**src/common/hci_defines.vh**
```
// Purpose: shared constants for the host command interpreter
// Assumes: one 100 MHz clock, byte-wide link framer on the same clock
// Notes:   24-bit registers, page 0 held locally, other pages reached outside
//
// Summary of operation
// - instruction byte (top bits 11) aborts and restarts
// - field bit 5 picks control or calibration
// - codes 00001 reset, 00010 standby, 00011 wake
// - codes 10100 single, 10101 continuous conversion
// - calibration type in 4:3, channels in 2:0
// - checksum off after reset, enabled by bit
// - checksum byte follows command and data bytes
// - checksum is 0xff minus each byte, wrapping
// - execute only when received checksum matches
// - mismatch sets fault, drops command, clears parser
// - 128 ms without next byte resets interface
// - command top bits: read, write, page, instruction
// - 12-bit address from page and command address
// - register read returns three data bytes
`ifndef HCI_DEFINES_VH
`define HCI_DEFINES_VH

// command function codes, top two bits of the first byte
`define HCI_FN_READ       2'h0
`define HCI_FN_WRITE      2'h1
`define HCI_FN_PAGE       2'h2
`define HCI_FN_INSTR      2'h3

// control instruction codes, field bits 4:0
`define HCI_CTL_SOFT_RST  5'h01
`define HCI_CTL_STANDBY   5'h02
`define HCI_CTL_WAKEUP    5'h03
`define HCI_CTL_SINGLE    5'h14
`define HCI_CTL_CONTIN    5'h15

// field bit that selects calibration over control
`define HCI_CLASS_BIT     5

// page 0 register offsets
`define HCI_OFS_CFG_A     6'h00
`define HCI_OFS_CFG_B     6'h01
`define HCI_OFS_MASK      6'h03
`define HCI_OFS_PHASE     6'h05
`define HCI_OFS_LINK      6'h07
`define HCI_OFS_PDUR      6'h08
`define HCI_OFS_PCTL      6'h09
`define HCI_OFS_ISTAT     6'h17
`define HCI_OFS_STAT1     6'h18
`define HCI_OFS_STAT2     6'h19
`define HCI_OFS_LOCK      6'h22
`define HCI_OFS_VA_PEAK   6'h24
`define HCI_OFS_IA_PEAK   6'h25
`define HCI_OFS_VB_PEAK   6'h26
`define HCI_OFS_IB_PEAK   6'h27
`define HCI_OFS_PSEQ      6'h30
`define HCI_PAGE_ZERO     6'h00

// page 0 reset values
`define HCI_RST_CFG_A     24'hc02000
`define HCI_RST_CFG_B     24'h00eeee
`define HCI_RST_MASK      24'h000000
`define HCI_RST_PHASE     24'h000000
`define HCI_RST_LINK      24'h02004d
`define HCI_RST_PDUR      24'h000001
`define HCI_RST_PCTL      24'h000000
`define HCI_RST_ISTAT     24'h800000
`define HCI_RST_STAT1     24'h801800
`define HCI_RST_STAT2     24'h000000
`define HCI_RST_LOCK      24'h000000
`define HCI_RST_PSEQ      24'h000000
`define HCI_ZERO_WORD     24'h000000

// field positions
`define HCI_CSUM_EN_BIT   18
`define HCI_CSUM_ERR_BIT  17

// checksum seed and byte counts
`define HCI_CSUM_SEED     8'hff
`define HCI_DATA_LAST     2'h2
`define HCI_TX_CSUM_IDX   2'h3

// inactivity timeout
`define HCI_TIMEOUT_MS    128
`define HCI_CLK_KHZ       100000
`define HCI_TIMEOUT_CYC   (`HCI_TIMEOUT_MS * `HCI_CLK_KHZ)
`define HCI_TMR_W         24

`endif

```
**src/rtl/hci_timeout.v**
```verilog
// Purpose: inactivity timer for the command parser
// Assumes: kick and run come from logic on the same clock
// Notes:   expired is a one-cycle pulse, counter restarts after it
`timescale 1ns/10ps
`include "hci_defines.vh"

module hci_timeout #(
	parameter LIMIT = `HCI_TIMEOUT_CYC,	// cycles of silence allowed
	parameter CNT_W = `HCI_TMR_W	// counter width
) (
	input  wire       clk,	// system clock
	input  wire       rst,	// synchronous reset, high
	input  wire       run,	// parser waits for a further byte
	input  wire       kick,	// a byte arrived this cycle
	output reg        expired	// pulse when the wait ran out
);

	localparam integer     LAST_I = LIMIT - 1;	// final count, full width
	localparam [CNT_W-1:0] LAST = LAST_I[CNT_W-1:0];	// final count value

	reg [CNT_W-1:0] count;	// cycles since the last byte

	// count idle cycles while a transfer is open, restart on every byte
	always @(posedge clk) begin
		if (rst) begin
			count   <= {CNT_W{1'b0}};
			expired <= 1'b0;
		end else if (!run || kick) begin
			count   <= {CNT_W{1'b0}};
			expired <= 1'b0;
		end else if (count == LAST) begin
			count   <= {CNT_W{1'b0}};
			expired <= 1'b1;
		end else begin
			count   <= count + 1'b1;
			expired <= 1'b0;
		end
	end

endmodule

```
**src/rtl/hci_top.v**
```verilog
// Purpose: host command interpreter with page 0 register file
// Assumes: rx and tx bytes come from a framer on the same clock
// Notes:   other pages are reached through the ext_ port group
`timescale 1ns/10ps
`include "hci_defines.vh"

module hci_top #(
	parameter TIMEOUT_CYCLES = `HCI_TIMEOUT_CYC	// inactivity limit in cycles
) (
	input  wire        clk,	// system clock
	input  wire        rst,	// synchronous reset, high
	input  wire        rx_valid,	// received byte strobe
	input  wire [7:0]  rx_byte,	// received byte
	output reg  [7:0]  tx_byte,	// byte to send
	output wire        tx_valid,	// tx_byte is offered
	input  wire        tx_ready,	// framer takes tx_byte
	output reg         instr_abort,	// running process must stop
	output reg         ctl_soft_reset,	// soft reset pulse
	output reg         ctl_standby,	// standby pulse
	output reg         ctl_wakeup,	// wakeup pulse
	output reg         ctl_single_conv,	// single conversion pulse
	output reg         ctl_continuous_conv,	// continuous conversion pulse
	output reg         cal_start,	// calibration start pulse
	output reg  [1:0]  cal_type,	// calibration type
	output reg  [2:0]  cal_channel,	// calibration channel select
	input  wire [23:0] istat_set,	// interrupt status event bits
	input  wire [23:0] stat1_set,	// chip status one event bits
	input  wire [23:0] stat2_set,	// chip status two event bits
	input  wire [23:0] va_peak,	// voltage a peak value
	input  wire [23:0] ia_peak,	// current a peak value
	input  wire [23:0] vb_peak,	// voltage b peak value
	input  wire [23:0] ib_peak,	// current b peak value
	output reg  [11:0] ext_addr,	// address of the current access
	output reg         ext_wr,	// write strobe for other pages
	output reg  [23:0] ext_wdata,	// write data for other pages
	input  wire [23:0] ext_rdata,	// read data for ext_addr
	output reg  [5:0]  page_sel,	// selected page
	output reg  [23:0] main_configuration_a,	// configuration a
	output reg  [23:0] main_configuration_b,	// configuration b
	output reg  [23:0] interrupt_mask,	// interrupt mask
	output reg  [23:0] phase_compensation,	// phase compensation
	output reg  [23:0] link_control,	// link control
	output reg  [23:0] energy_pulse_duration,	// pulse width
	output reg  [23:0] energy_pulse_control,	// pulse control
	output reg  [23:0] write_lock_control,	// write lock control
	output reg  [23:0] phase_sequence_control,	// phase sequence control
	output reg  [23:0] interrupt_status,	// sticky interrupt status
	output reg  [23:0] chip_status_one,	// sticky chip status one
	output reg  [23:0] chip_status_two	// sticky chip status two
);

	// parser states
	localparam [2:0] ST_IDLE  = 3'h0;	// waiting for a command byte
	localparam [2:0] ST_DATA  = 3'h1;	// collecting write data
	localparam [2:0] ST_CSUM  = 3'h2;	// waiting for the checksum byte
	localparam [2:0] ST_FETCH = 3'h3;	// read data settles
	localparam [2:0] ST_SEND  = 3'h4;	// sending read data

	reg  [2:0]  state;	// parser state
	reg  [7:0]  cmd;	// latched command byte
	reg  [1:0]  cnt;	// data byte index
	reg  [23:0] data;	// collected write data
	reg  [7:0]  run;	// running receive checksum
	reg  [23:0] tx_buf;	// read word being sent
	reg  [1:0]  tx_cnt;	// index of the byte on tx_byte
	reg  [7:0]  tx_run;	// running transmit checksum
	reg         exec_go;	// command complete and accepted
	reg  [7:0]  exec_cmd;	// command being executed
	reg  [23:0] exec_data;	// data of the executed command
	reg         csum_bad;	// checksum mismatch this cycle
	reg  [23:0] rd_word;	// read value at ext_addr, page 0 or outer
	reg  [23:0] istat_clr;	// clear mask for interrupt status
	reg  [23:0] stat1_clr;	// clear mask for chip status one
	reg  [23:0] stat2_clr;	// clear mask for chip status two
	reg  [23:0] fault_set;	// checksum fault as a status bit
	wire        srst;	// device or soft reset
	wire        csum_on;	// checksum protection active
	wire        tmo;	// inactivity expiry pulse
	wire        p0_write;	// write to the local page
	wire        tx_take;	// framer accepts a byte

	// subtract one byte from a running checksum, borrow dropped
	function [7:0] hci_csum_step;
		input [7:0] acc;	// checksum so far
		input [7:0] b;	// byte on the wire
		begin
			hci_csum_step = acc - b;
		end
	endfunction

	assign srst     = rst | ctl_soft_reset;
	assign csum_on  = link_control[`HCI_CSUM_EN_BIT];
	assign tx_valid = (state == ST_SEND);
	assign tx_take  = tx_valid & tx_ready;
	assign p0_write = exec_go && (exec_cmd[7:6] == `HCI_FN_WRITE) && (page_sel == `HCI_PAGE_ZERO);

	// inactivity timer, armed only while more host bytes are due
	hci_timeout #(
		.LIMIT (TIMEOUT_CYCLES),
		.CNT_W (`HCI_TMR_W)
	) u_timeout (
		.clk     (clk),
		.rst     (srst),
		.run     ((state == ST_DATA) || (state == ST_CSUM)),
		.kick    (rx_valid),
		.expired (tmo)
	);

	// decide whether the byte now arriving completes a command
	always @* begin
		exec_go   = 1'b0;
		exec_cmd  = cmd;
		exec_data = {data[15:0], rx_byte};
		csum_bad  = 1'b0;
		if (rx_valid && !tmo) begin
			case (state)
				ST_IDLE: begin
					// single-byte commands run at once unless a checksum follows
					if (rx_byte[7:6] != `HCI_FN_WRITE && !csum_on) begin
						exec_go  = 1'b1;
						exec_cmd = rx_byte;
					end
				end
				ST_DATA: begin
					if (cnt == `HCI_DATA_LAST && !csum_on)
						exec_go = 1'b1;
				end
				ST_CSUM: begin
					// only a matching checksum lets the command through
					exec_data = data;
					if (rx_byte == run)
						exec_go = 1'b1;
					else
						csum_bad = 1'b1;
				end
				default: begin
					exec_go = 1'b0;
				end
			endcase
		end
	end

	// command byte parser and read data sender
	always @(posedge clk) begin
		if (srst) begin
			state  <= ST_IDLE;
			cmd    <= 8'h00;
			cnt    <= 2'h0;
			data   <= 24'h000000;
			run    <= `HCI_CSUM_SEED;
			tx_buf <= 24'h000000;
			tx_cnt <= 2'h0;
			tx_run <= `HCI_CSUM_SEED;
			tx_byte <= 8'h00;
		end else if (tmo) begin
			state <= ST_IDLE;
			cnt   <= 2'h0;
		end else begin
			case (state)
				ST_IDLE: begin
					if (rx_valid) begin
						cmd <= rx_byte;
						cnt <= 2'h0;
						run <= hci_csum_step(`HCI_CSUM_SEED, rx_byte);
						if (rx_byte[7:6] == `HCI_FN_WRITE)
							state <= ST_DATA;
						else if (csum_on)
							state <= ST_CSUM;
						else if (rx_byte[7:6] == `HCI_FN_READ)
							state <= ST_FETCH;
					end
				end
				ST_DATA: begin
					// gather three data bytes, most significant first
					if (rx_valid) begin
						data <= exec_data;
						cnt  <= cnt + 2'h1;
						run  <= hci_csum_step(run, rx_byte);
						if (cnt == `HCI_DATA_LAST)
							state <= csum_on ? ST_CSUM : ST_IDLE;
					end
				end
				ST_CSUM: begin
					if (rx_valid) begin
						if (exec_go && exec_cmd[7:6] == `HCI_FN_READ)
							state <= ST_FETCH;
						else
							state <= ST_IDLE;
					end
				end
				ST_FETCH: begin
					// capture the addressed word and offer its top byte
					tx_buf  <= rd_word;
					tx_byte <= rd_word[23:16];
					tx_cnt  <= 2'h0;
					tx_run  <= hci_csum_step(`HCI_CSUM_SEED, rd_word[23:16]);
					state   <= ST_SEND;
				end
				ST_SEND: begin
					if (tx_take) begin
						if (tx_cnt == 2'h0) begin
							tx_byte <= tx_buf[15:8];
							tx_run  <= hci_csum_step(tx_run, tx_buf[15:8]);
							tx_cnt  <= 2'h1;
						end else if (tx_cnt == 2'h1) begin
							tx_byte <= tx_buf[7:0];
							tx_run  <= hci_csum_step(tx_run, tx_buf[7:0]);
							tx_cnt  <= `HCI_DATA_LAST;
						end else if (tx_cnt == `HCI_DATA_LAST && csum_on) begin
							tx_byte <= tx_run;
							tx_cnt  <= `HCI_TX_CSUM_IDX;
						end else begin
							state <= ST_IDLE;
						end
					end
				end
				default: begin
					state <= ST_IDLE;
				end
			endcase
		end
	end

	// page 0 read decode, reserved offsets give zero
	always @* begin
		case (ext_addr[5:0])
			`HCI_OFS_CFG_A:   rd_word = main_configuration_a;
			`HCI_OFS_CFG_B:   rd_word = main_configuration_b;
			`HCI_OFS_MASK:    rd_word = interrupt_mask;
			`HCI_OFS_PHASE:   rd_word = phase_compensation;
			`HCI_OFS_LINK:    rd_word = link_control;
			`HCI_OFS_PDUR:    rd_word = energy_pulse_duration;
			`HCI_OFS_PCTL:    rd_word = energy_pulse_control;
			`HCI_OFS_ISTAT:   rd_word = interrupt_status;
			`HCI_OFS_STAT1:   rd_word = chip_status_one;
			`HCI_OFS_STAT2:   rd_word = chip_status_two;
			`HCI_OFS_LOCK:    rd_word = write_lock_control;
			`HCI_OFS_VA_PEAK: rd_word = va_peak;
			`HCI_OFS_IA_PEAK: rd_word = ia_peak;
			`HCI_OFS_VB_PEAK: rd_word = vb_peak;
			`HCI_OFS_IB_PEAK: rd_word = ib_peak;
			`HCI_OFS_PSEQ:    rd_word = phase_sequence_control;
			default:          rd_word = `HCI_ZERO_WORD;
		endcase
		if (ext_addr[11:6] != `HCI_PAGE_ZERO)
			rd_word = ext_rdata;
	end

	// clear masks for the sticky status words, written ones clear
	always @* begin
		istat_clr = 24'h000000;
		stat1_clr = 24'h000000;
		stat2_clr = 24'h000000;
		fault_set = 24'h000000;
		fault_set[`HCI_CSUM_ERR_BIT] = csum_bad;
		if (p0_write) begin
			case (exec_cmd[5:0])
				`HCI_OFS_ISTAT: istat_clr = exec_data;
				`HCI_OFS_STAT1: stat1_clr = exec_data;
				`HCI_OFS_STAT2: stat2_clr = exec_data;
				default:        istat_clr = 24'h000000;
			endcase
		end
	end

	// page 0 register file, page pointer and remote access port
	always @(posedge clk) begin
		if (srst) begin
			main_configuration_a   <= `HCI_RST_CFG_A;
			main_configuration_b   <= `HCI_RST_CFG_B;
			interrupt_mask         <= `HCI_RST_MASK;
			phase_compensation     <= `HCI_RST_PHASE;
			link_control           <= `HCI_RST_LINK;
			energy_pulse_duration  <= `HCI_RST_PDUR;
			energy_pulse_control   <= `HCI_RST_PCTL;
			write_lock_control     <= `HCI_RST_LOCK;
			phase_sequence_control <= `HCI_RST_PSEQ;
			interrupt_status       <= `HCI_RST_ISTAT;
			chip_status_one        <= `HCI_RST_STAT1;
			chip_status_two        <= `HCI_RST_STAT2;
			page_sel               <= `HCI_PAGE_ZERO;
			ext_addr               <= 12'h000;
			ext_wr                 <= 1'b0;
			ext_wdata              <= 24'h000000;
		end else begin
			// events win over a clear in the same cycle
			interrupt_status <= (interrupt_status & ~istat_clr) | istat_set | fault_set;
			chip_status_one  <= (chip_status_one & ~stat1_clr) | stat1_set;
			chip_status_two  <= (chip_status_two & ~stat2_clr) | stat2_set;
			ext_wr <= 1'b0;
			if (exec_go) begin
				case (exec_cmd[7:6])
					`HCI_FN_PAGE: begin
						page_sel <= exec_cmd[5:0];
					end
					`HCI_FN_READ: begin
						ext_addr <= {page_sel, exec_cmd[5:0]};
					end
					`HCI_FN_WRITE: begin
						ext_addr  <= {page_sel, exec_cmd[5:0]};
						ext_wdata <= exec_data;
						ext_wr    <= (page_sel != `HCI_PAGE_ZERO);
					end
					default: begin
						ext_wr <= 1'b0;
					end
				endcase
			end
			if (p0_write) begin
				// reserved and read-only offsets fall to the default
				case (exec_cmd[5:0])
					`HCI_OFS_CFG_A: main_configuration_a   <= exec_data;
					`HCI_OFS_CFG_B: main_configuration_b   <= exec_data;
					`HCI_OFS_MASK:  interrupt_mask         <= exec_data;
					`HCI_OFS_PHASE: phase_compensation     <= exec_data;
					`HCI_OFS_LINK:  link_control           <= exec_data;
					`HCI_OFS_PDUR:  energy_pulse_duration  <= exec_data;
					`HCI_OFS_PCTL:  energy_pulse_control   <= exec_data;
					`HCI_OFS_LOCK:  write_lock_control     <= exec_data;
					`HCI_OFS_PSEQ:  phase_sequence_control <= exec_data;
					default:        ext_wr                 <= 1'b0;
				endcase
			end
		end
	end

	// instruction decode into one-cycle strobes for the engines
	always @(posedge clk) begin
		if (rst) begin
			instr_abort         <= 1'b0;
			ctl_soft_reset      <= 1'b0;
			ctl_standby         <= 1'b0;
			ctl_wakeup          <= 1'b0;
			ctl_single_conv     <= 1'b0;
			ctl_continuous_conv <= 1'b0;
			cal_start           <= 1'b0;
			cal_type            <= 2'h0;
			cal_channel         <= 3'h0;
		end else begin
			instr_abort         <= 1'b0;
			ctl_soft_reset      <= 1'b0;
			ctl_standby         <= 1'b0;
			ctl_wakeup          <= 1'b0;
			ctl_single_conv     <= 1'b0;
			ctl_continuous_conv <= 1'b0;
			cal_start           <= 1'b0;
			if (exec_go && exec_cmd[7:6] == `HCI_FN_INSTR && !ctl_soft_reset) begin
				instr_abort <= 1'b1;
				if (exec_cmd[`HCI_CLASS_BIT]) begin
					// calibration: type and channel ride with the strobe
					cal_start   <= 1'b1;
					cal_type    <= exec_cmd[4:3];
					cal_channel <= exec_cmd[2:0];
				end else begin
					case (exec_cmd[4:0])
						`HCI_CTL_SOFT_RST: ctl_soft_reset      <= 1'b1;
						`HCI_CTL_STANDBY:  ctl_standby         <= 1'b1;
						`HCI_CTL_WAKEUP:   ctl_wakeup          <= 1'b1;
						`HCI_CTL_SINGLE:   ctl_single_conv     <= 1'b1;
						`HCI_CTL_CONTIN:   ctl_continuous_conv <= 1'b1;
						default:           ctl_standby         <= 1'b0;
					endcase
				end
			end
		end
	end

endmodule

```
**config.mk**
```make
export PLATFORM = sky130hd
export DESIGN_NAME = hci_top
export DESIGN_NICKNAME = d
export VERILOG_FILES = /design/src/rtl/hci_timeout.v /design/src/rtl/hci_top.v
export VERILOG_INCLUDE_DIRS = /design/src /design/src/common
export SDC_FILE = /design/constraint.sdc
export NUM_CORES = 1
export LEC_CHECK = 0
export ABC_AREA = 1
export BUFFER_PORTS_ARGS = -buffer_cell sky130_fd_sc_hd__buf_2
export CORE_MARGIN = 4
export CORE_UTILIZATION = 49
export DETAILED_ROUTE_END_ITERATION = 6
export PLACE_DENSITY = 0.77
export SLEW_MARGIN = 0
export SYNTH_ARGS = -nofsm -noshare
export SYNTH_HDL_FRONTEND = slang
export SYNTH_SLANG_ARGS = --single-unit
export TNS_END_PERCENT = 10
```
**constraint.sdc**
```tcl
create_clock -name clk -period 2.9 [get_ports clk]
set_input_delay 0.29 -clock clk [delete_from_list [all_inputs] [get_ports clk]]
set_output_delay 0.29 -clock clk [all_outputs]
set_load 0.005 [all_outputs]
```
* Word level (Yosys, flattened, before mapping)
Cells that the tools add are included.
Word-level totals: register bits 447, latch bits 0, RAM bits 0, ROM bits 0, input bits 204, output and inout bits 352, logic and storage cells 234, memories 0
Operators by class: $add $sub $neg 7, multiply operators 0, divide/modulo/power cells 0, order comparisons 0, eq/ne operators 56, shift-type cells 0, multiplexer cells 67, bitwise logic cells 14, reduce and logical (&&, ||, !) cells 54
Operator list (count):
- $pmux W24 S16 | 1
- $mux W24 | 9
- $mux W8 | 12
- $and A24 B24 Y24 | 3
- $not A24 Y24 | 3
- $or A24 B24 Y24 | 3
- $eq A6 B6 Y1 const B | 8
- $pmux W8 S2 | 3
- $eq A6 B5 Y1 const B | 6
- $mux W3 | 11
- $reduce_and A2 Y1 | 14
- $add A24 B1 Y24 const B | 1
- $eq A24 B24 Y1 const B | 1
- $eq A6 B3 Y1 const B | 4
- $eq A6 B4 Y1 const B | 4
- $or A24 B18 Y24 | 1
- $sub A8 B8 Y8 | 3
- $mux W1 | 19
- $logic_not A6 Y1 | 3
- $mux W2 | 8
- $sub A8 B8 Y8 const A | 2
- $pmux W3 S5 | 1
- $eq A6 B1 Y1 const B | 2
- $eq A6 B2 Y1 const B | 2
- 33 further kinds | 74

* Depth between registers and ports, before layout
word-level depth 13, mapped depth 17, gate-level depth less buffers 16

* Modules after synthesis
From an unflattened synthesis, not the netlist that was laid out.
Second synthesis, totals: cell total of the unflattened synthesis 3281, area total of the unflattened synthesis 21837.2 um^2
Modules (own cells, without submodules):
- hci_top | instances 1, cells an instance 3085, area an instance 20454.6 um^2, sequential area each 8448.1 um^2
- hci_timeout | instances 1, cells an instance 196, area an instance 1382.6 um^2, sequential area each 500.5 um^2

* Worst setup path before layout
OpenSTA, ideal clock, no wires.
kind register to register, from reg tx_cnt[1], to reg tx_run[6], library setup time 0.115 ns, arrival 2.565 ns, required time 2.785 ns, path slack 0.221 ns, cell stages (with the launch flop) 18, path buffers 1, clock period less this slack 2.679 ns, path through dfxtp_1 clkbuf_1 nor2_1 clkinv_1 nand2_1 nand2_1 ha_1 fa_1 o21ai_0 nand2_1 nand2_1 a21oi_1 nand2_1 nand2_1 o21ai_0 inv_1 nand2_1 nand2_1
Between the ends: cells in the longest elaborated chain, start to end 4, elaborated cells on any way between the ends 7, classes of those cells 2 x eq/ne; 3 x mux; 2 x reduce/logical
Ends and longest elaborated chain:
- start, declared | RTL line hci_top.v:65 | reg [1:0] tx_cnt;
- start signal, assigned | RTL line hci_top.v:208 | tx_cnt <= `HCI_DATA_LAST;
- start signal, assigned | RTL line hci_top.v:211 | tx_cnt <= `HCI_TX_CSUM_IDX;
- $logic_not A2 Y1 | RTL line hci_top.v:201 | if (tx_cnt == 2'h0) begin
- $mux W8 | RTL line hci_top.v:201
- $mux W8 | RTL line hci_top.v:200 | if (tx_take) begin
- $pmux W8 S2 | RTL line hci_top.v:159 | case (state)
- end signal, assigned | RTL line hci_top.v:196 | tx_run <= hci_csum_step(`HCI_CSUM_SEED, rd_word[23:16]);
- end signal, assigned | RTL line hci_top.v:203 | tx_run <= hci_csum_step(tx_run, tx_buf[15:8]);
- end signal, assigned | RTL line hci_top.v:207 | tx_run <= hci_csum_step(tx_run, tx_buf[7:0]);
- end, declared | RTL line hci_top.v:66 | reg [7:0] tx_run;
Parallel ways exist; a longest one is shown, timed or not. The select of a mux whose other input is x is not followed. A chain may end at the register's enable or synchronous reset.

* Worst setup path in the final report
from reg ext_addr[3], to reg tx_buf[5]
Between the ends: cells in the longest elaborated chain, start to end 3, elaborated cells on any way between the ends 18, classes of those cells 15 x eq/ne; 2 x mux; 1 x reduce/logical
Ends and longest elaborated chain:
- start, declared | RTL line hci_top.v:33 | output reg [11:0] ext_addr,
- start signal, assigned | RTL line hci_top.v:297 | ext_addr <= {page_sel, exec_cmd[5:0]};
- start signal, assigned | RTL line hci_top.v:300 | ext_addr <= {page_sel, exec_cmd[5:0]};
- $eq A6 B6 Y1, or another cell as far along | RTL line hci_top.v:226 | case (ext_addr[5:0])
- $pmux W24 S16 (*) | RTL line hci_top.v:226
- $mux W24 (*) | RTL line hci_top.v:245 | if (ext_addr[11:6] != `HCI_PAGE_ZERO)
- end signal, assigned | RTL line hci_top.v:193 | tx_buf <= rd_word;
- end, declared | RTL line hci_top.v:64 | reg [23:0] tx_buf;
Every way passes the cells marked *; elsewhere a longest branch is shown, timed or not.

==> flow_results.org <==
** Min path
- Min-Delay Startpoint :: ext_rdata[4]
- Worst hold path type :: in2reg
- Worst Hold Path Cells :: 3
- Terminating pin of the worst hold path :: tx_buf[4]

** Worst setup path
- Crit. End Element :: flip-flop
- Of all nets on the critical path, the largest fanout is 11.
- Data on the critical path arrives at its endpoint at between 3 and 4 ns.
- R2r startpoint :: ext_addr[3]
- The worst setup path is launched from a flip-flop.
- Flop2flop setup slack :: 0.16 ns
- The worst register-to-register path ends at tx_buf[5].
- Worst Reg-to-Reg Cells :: 10
- Worst Path Class, Setup :: reg2reg
- Worst Path Required :: 3.40 ns

** Global route
- Number of antenna violations at the first check in global routing :: 2
- The first global-routing pass estimated ~150,000 um of wire.
- In the global route stage, overall resource usage came out at around two fifths.
- The via count of the first global-routing pass came to 24,300.
- Largest net degree at the start of global routing :: 124
- Global route overflow :: 0

** Die
- Once the floorplan was initialized, standard cells occupied 50.1% of the core.
- Vertical die dimension :: 221 um
- Number of placement rows :: 77
- Die Footprint :: 49,000 sq um
- The core region is 44,600 sq um.
- I/O pin count :: 556
- The die is 221 um wide.

** Synthesis
- Predominant post-synthesis flop cell :: sky130_fd_sc_hd__dfxtp_1
- Yosys top cell area share :: 40.1%
- In the post-synthesis netlist, the biggest area contributors are sky130_fd_sc_hd__dfxtp_1 40%, sky130_fd_sc_hd__nand2_1 15%, sky130_fd_sc_hd__a21oi_1 9.1%.
- Per-instance average area after synthesis :: about 6.7 sq um
- Number of enable-type register cells in the synthesized netlist :: 0
- The mapped netlist covers 22,300 sq um.
- Share of synthesized flip-flops with an asynchronous set or reset :: 0%
- The synthesized design spends more area on one cell type than any other, namely sky130_fd_sc_hd__dfxtp_1.
- Mapped Nets :: 3,564
- Synthesized flop and latch total :: 447
- Synthesized instance count :: 3,342
- Sequential cell area fraction in the yosys report :: 40.1%
- Synth unique cells :: between 40 and 50
- Synthesis Warnings :: 0

** Finish
- At the end of the flow, the number of nets in the layout was 4,189.
- The top cell types in the final layout, fill and taps aside, are 896 x sky130_fd_sc_hd__nand2_1, 555 x sky130_fd_sc_hd__buf_2, 447 x sky130_fd_sc_hd__dfxtp_1, 404 x sky130_fd_sc_hd__a21oi_1, 382 x sky130_fd_sc_hd__inv_1.
- Non-Filler Cell Area, Final :: 28,800 sq um
- Leaving out fill and tap cells, the most frequent cell in the layout is sky130_fd_sc_hd__nand2_1.
- Cells with a size suffix above 1 make up approximately a fifth of the layout.
- Synth-to-layout area growth :: 29.2%
- Cells fill 64.7% of the core in the end.
- Number of standard cells in the final layout excluding fillers :: 4,603
- Layout fillers :: between 4,000 and 5,000

** Drt
- The first TritonRoute pass finished after 7 iterations.
- The count of nets left with antenna violations once routing finished came out at 0.
- After detailed routing, the number of vias per cell comes to around 5.7.
- In the final routed layout, each cell accounts on average for roughly 23 um.
- DRC viols :: 0
- Routed WL :: 104,000 um
- After the first detailed-routing iteration, the DRC count stood at 3,431.
- The routed layout has 26,400 vias.

** Power and ir drop
- Comb pwr share :: 31.7%
- Maximum VDD drop :: 0.479 mV
- Power spent charging and discharging nets :: 7.69 mW
- Standby leakage power :: 13.4 nW
- Switching part of the total :: between 30% and 40%
- Summing internal, switching and leakage power gives 20.3 mW.
- For this design the ratio of total power to cell area is 704 nW/um^2.
- Seq pwr share :: 33.6%
- Internal power :: 12.6 mW
- Per report_power, the clock group accounts for 34.7% of the total.

** Placement
- Including well taps, the total number of placed cells is between 4,000 and 5,000.
- The congestion estimate from routability-driven global placement came to 1.05.
- Worst Setup Slack post-DPL :: 0.0859 ns
- Port Buffer Count :: 555
- Placement Cell Area :: about 26,000 sq um
- The HPWL after detailed placement is ~77,000 um.

** Timing
- The number of pins exceeding their max-slew limit in the final report was 0.
- Setup TNS after final layout :: 0 ns
- The number of hold violations in the final report is 0.
- Headroom to the max-slew limit :: 37.8%
- For the pin with the worst max-slew slack, the measured transition is 0.930 ns.
- Least setup slack across all paths after layout :: 0.162 ns
- Worst clock skew :: 0.0209 ns
- Time the final worst path needs with I/O delays and setup :: 2.74 ns
- Setup violations remaining at the end of the flow were counted as 0.
- Share of the clock period used by the worst path after layout :: 94.4%
- For this run, the top clock speed supported by timing is about 0.37 GHz.
- WHS :: 0.0284 ns

** CTS
- Clock latency on the worst-skew pair, taken at its later pin, is 0.62 ns.
- The root buffer cell chosen for the clock tree is sky130_fd_sc_hd__clkbuf_16.
- CTS HTree Levels :: 2
- Maximum count of clock buffers along a single path :: 3
- Clock tree synthesis found a total of 447 sinks.
- Number of buffers created by CTS :: 50
- Number of buffers added for setup after CTS :: 0
- TritonCTS built the clock tree.
- After clock tree synthesis, the clock-pin slew on the worst setup and hold paths is 0.06 ns.

** Outcome
- Run status :: complete, no violations

** Flow run
- The tool flagged a number of max-cap violations equal to 0.
[worst max-delay path: stages (launching register included)]
cell and delay [ns]:
sky130_fd_sc_hd__dfxtp_1 0.43, sky130_fd_sc_hd__nor2_1 0.09, sky130_fd_sc_hd__nand3_1 0.18, sky130_fd_sc_hd__clkinv_1 0.51
sky130_fd_sc_hd__buf_4 0.38, sky130_fd_sc_hd__nand2_1 0.07, sky130_fd_sc_hd__nand3_1 0.13, sky130_fd_sc_hd__nor2_1 0.27
sky130_fd_sc_hd__nand4_1 0.31, sky130_fd_sc_hd__nand2_1 0.18, sky130_fd_sc_hd__a21oi_1 0.07
[flip-flops by register name, summed over array words and instances (netlist names), 3 cells and up]
name                    flops
run                         8
page_sel                    6
link_control               24
ext_addr                   12
main_configuration_a       24
ext_wdata                  24
interrupt_status           24
data                       24
tx_buf                     16
chip_status_two            24
tx_run                      8
main_configuration_b       24
cal_channel                 3
energy_pulse_control       24
interrupt_mask             24
u_timeout.count            24
energy_pulse_duration      24
write_lock_control         24
state                       3
chip_status_one            24
cmd                         8
tx_byte                     8
phase_compensation         24
phase_sequence_control     24
[cell type report]
type	instances	area [sq um]	area share, %
antenna	3	7.51	0.0260
inverter	397	1500	5.20
clock buffer	73	1470	5.09
timing repair buffer	779	4860	16.8
tap	592	741	2.57
sequential	447	8950	31.0
multi-input combinational	2292	11000	38.0
clock inverter	20	353	1.22
[power by group through the flow]
stage / combinational (mW) / sequential, mW / clock, mW
final: 6.44 / 6.83 / 7.04
after global routing: 6.84 / 6.86 / 7.32
after CTS: 6.20 / 6.81 / 7.05
after detailed placement: 6.08 / 6.94 / 0
after global placement: 6.07 / 6.94 / 0
after floorplan: 3.45 / 6.90 / 0
[layer usage]
metal	track usage (%)	wire length [um]	up-vias
li1	-	-	12100
met1	53.2	40200	12100
met2	59.8	43800	1864
met3	10.9	13500	351
met4	20.8	6410	0
met5	0	0	-
[what timing repair did]
action | 4_1_cts | 5_1_grt
hold buffers | 84 | 0
endpoints found under the hold margin | 84 | 0
endpoints found under the setup margin | 0 | 114
gates resized for setup | 0 | 3
[worst max path at each step]
stage,startpoint,end,slack (ns),cells after the start
finish,ext_addr[3],tx_buf[5],0.16,10
global placement,rx_byte[6],chip_status_one[12],0.13,13
floorplan,tx_cnt[1],tx_run[6],0.22,17
global route,tx_cnt[1],tx_run[6],-0.01,16
CTS,state[2],chip_status_one[12],0.14,11
detailed placement,rx_byte[6],chip_status_one[12],0.09,13
[cell families after synthesis]
family / share of synthesized area (%)
AOI/OAI and AO/OA: 17.8
xor gates and xnor gates: 0.549
adders and majority gates: 1.08
buffers and inverters: 11.0
DFF: 40.1
and+or+nand+nor: 29.5
[synth_stat cells (2+ instances only)]
cell                          n
sky130_fd_sc_hd__a21oi_1    404
sky130_fd_sc_hd__nor2_4      10
sky130_fd_sc_hd__nor4_1       4
sky130_fd_sc_hd__a211oi_1     8
sky130_fd_sc_hd__xnor2_1      4
sky130_fd_sc_hd__nor3_1      25
sky130_fd_sc_hd__buf_1       11
sky130_fd_sc_hd__buf_6        6
sky130_fd_sc_hd__nand3b_1     2
sky130_fd_sc_hd__o21ai_2      5
sky130_fd_sc_hd__or2_2        2
sky130_fd_sc_hd__buf_2       95
sky130_fd_sc_hd__nand3_1    319
sky130_fd_sc_hd__clkinv_1     4
sky130_fd_sc_hd__clkbuf_1    86
sky130_fd_sc_hd__buf_4        8
sky130_fd_sc_hd__nand4_1     34
sky130_fd_sc_hd__dfxtp_1    447
sky130_fd_sc_hd__nand2_1    896
sky130_fd_sc_hd__o21bai_1    68
sky130_fd_sc_hd__o2111ai_1   35
sky130_fd_sc_hd__fa_1         2
sky130_fd_sc_hd__o21ai_0    146
sky130_fd_sc_hd__nor3b_1      4
sky130_fd_sc_hd__inv_2       10
sky130_fd_sc_hd__nand2_2     14
sky130_fd_sc_hd__o211ai_1    13
sky130_fd_sc_hd__ha_1        16
sky130_fd_sc_hd__inv_1      383
sky130_fd_sc_hd__a31oi_1      2
sky130_fd_sc_hd__a22oi_1      7
sky130_fd_sc_hd__a21boi_0     2
sky130_fd_sc_hd__o21a_1       3
sky130_fd_sc_hd__nor2_2      12
sky130_fd_sc_hd__xor2_1      10
sky130_fd_sc_hd__o22ai_1      7
sky130_fd_sc_hd__nor2_1     226
No activity file was read; power rests on OpenSTA's default activity.
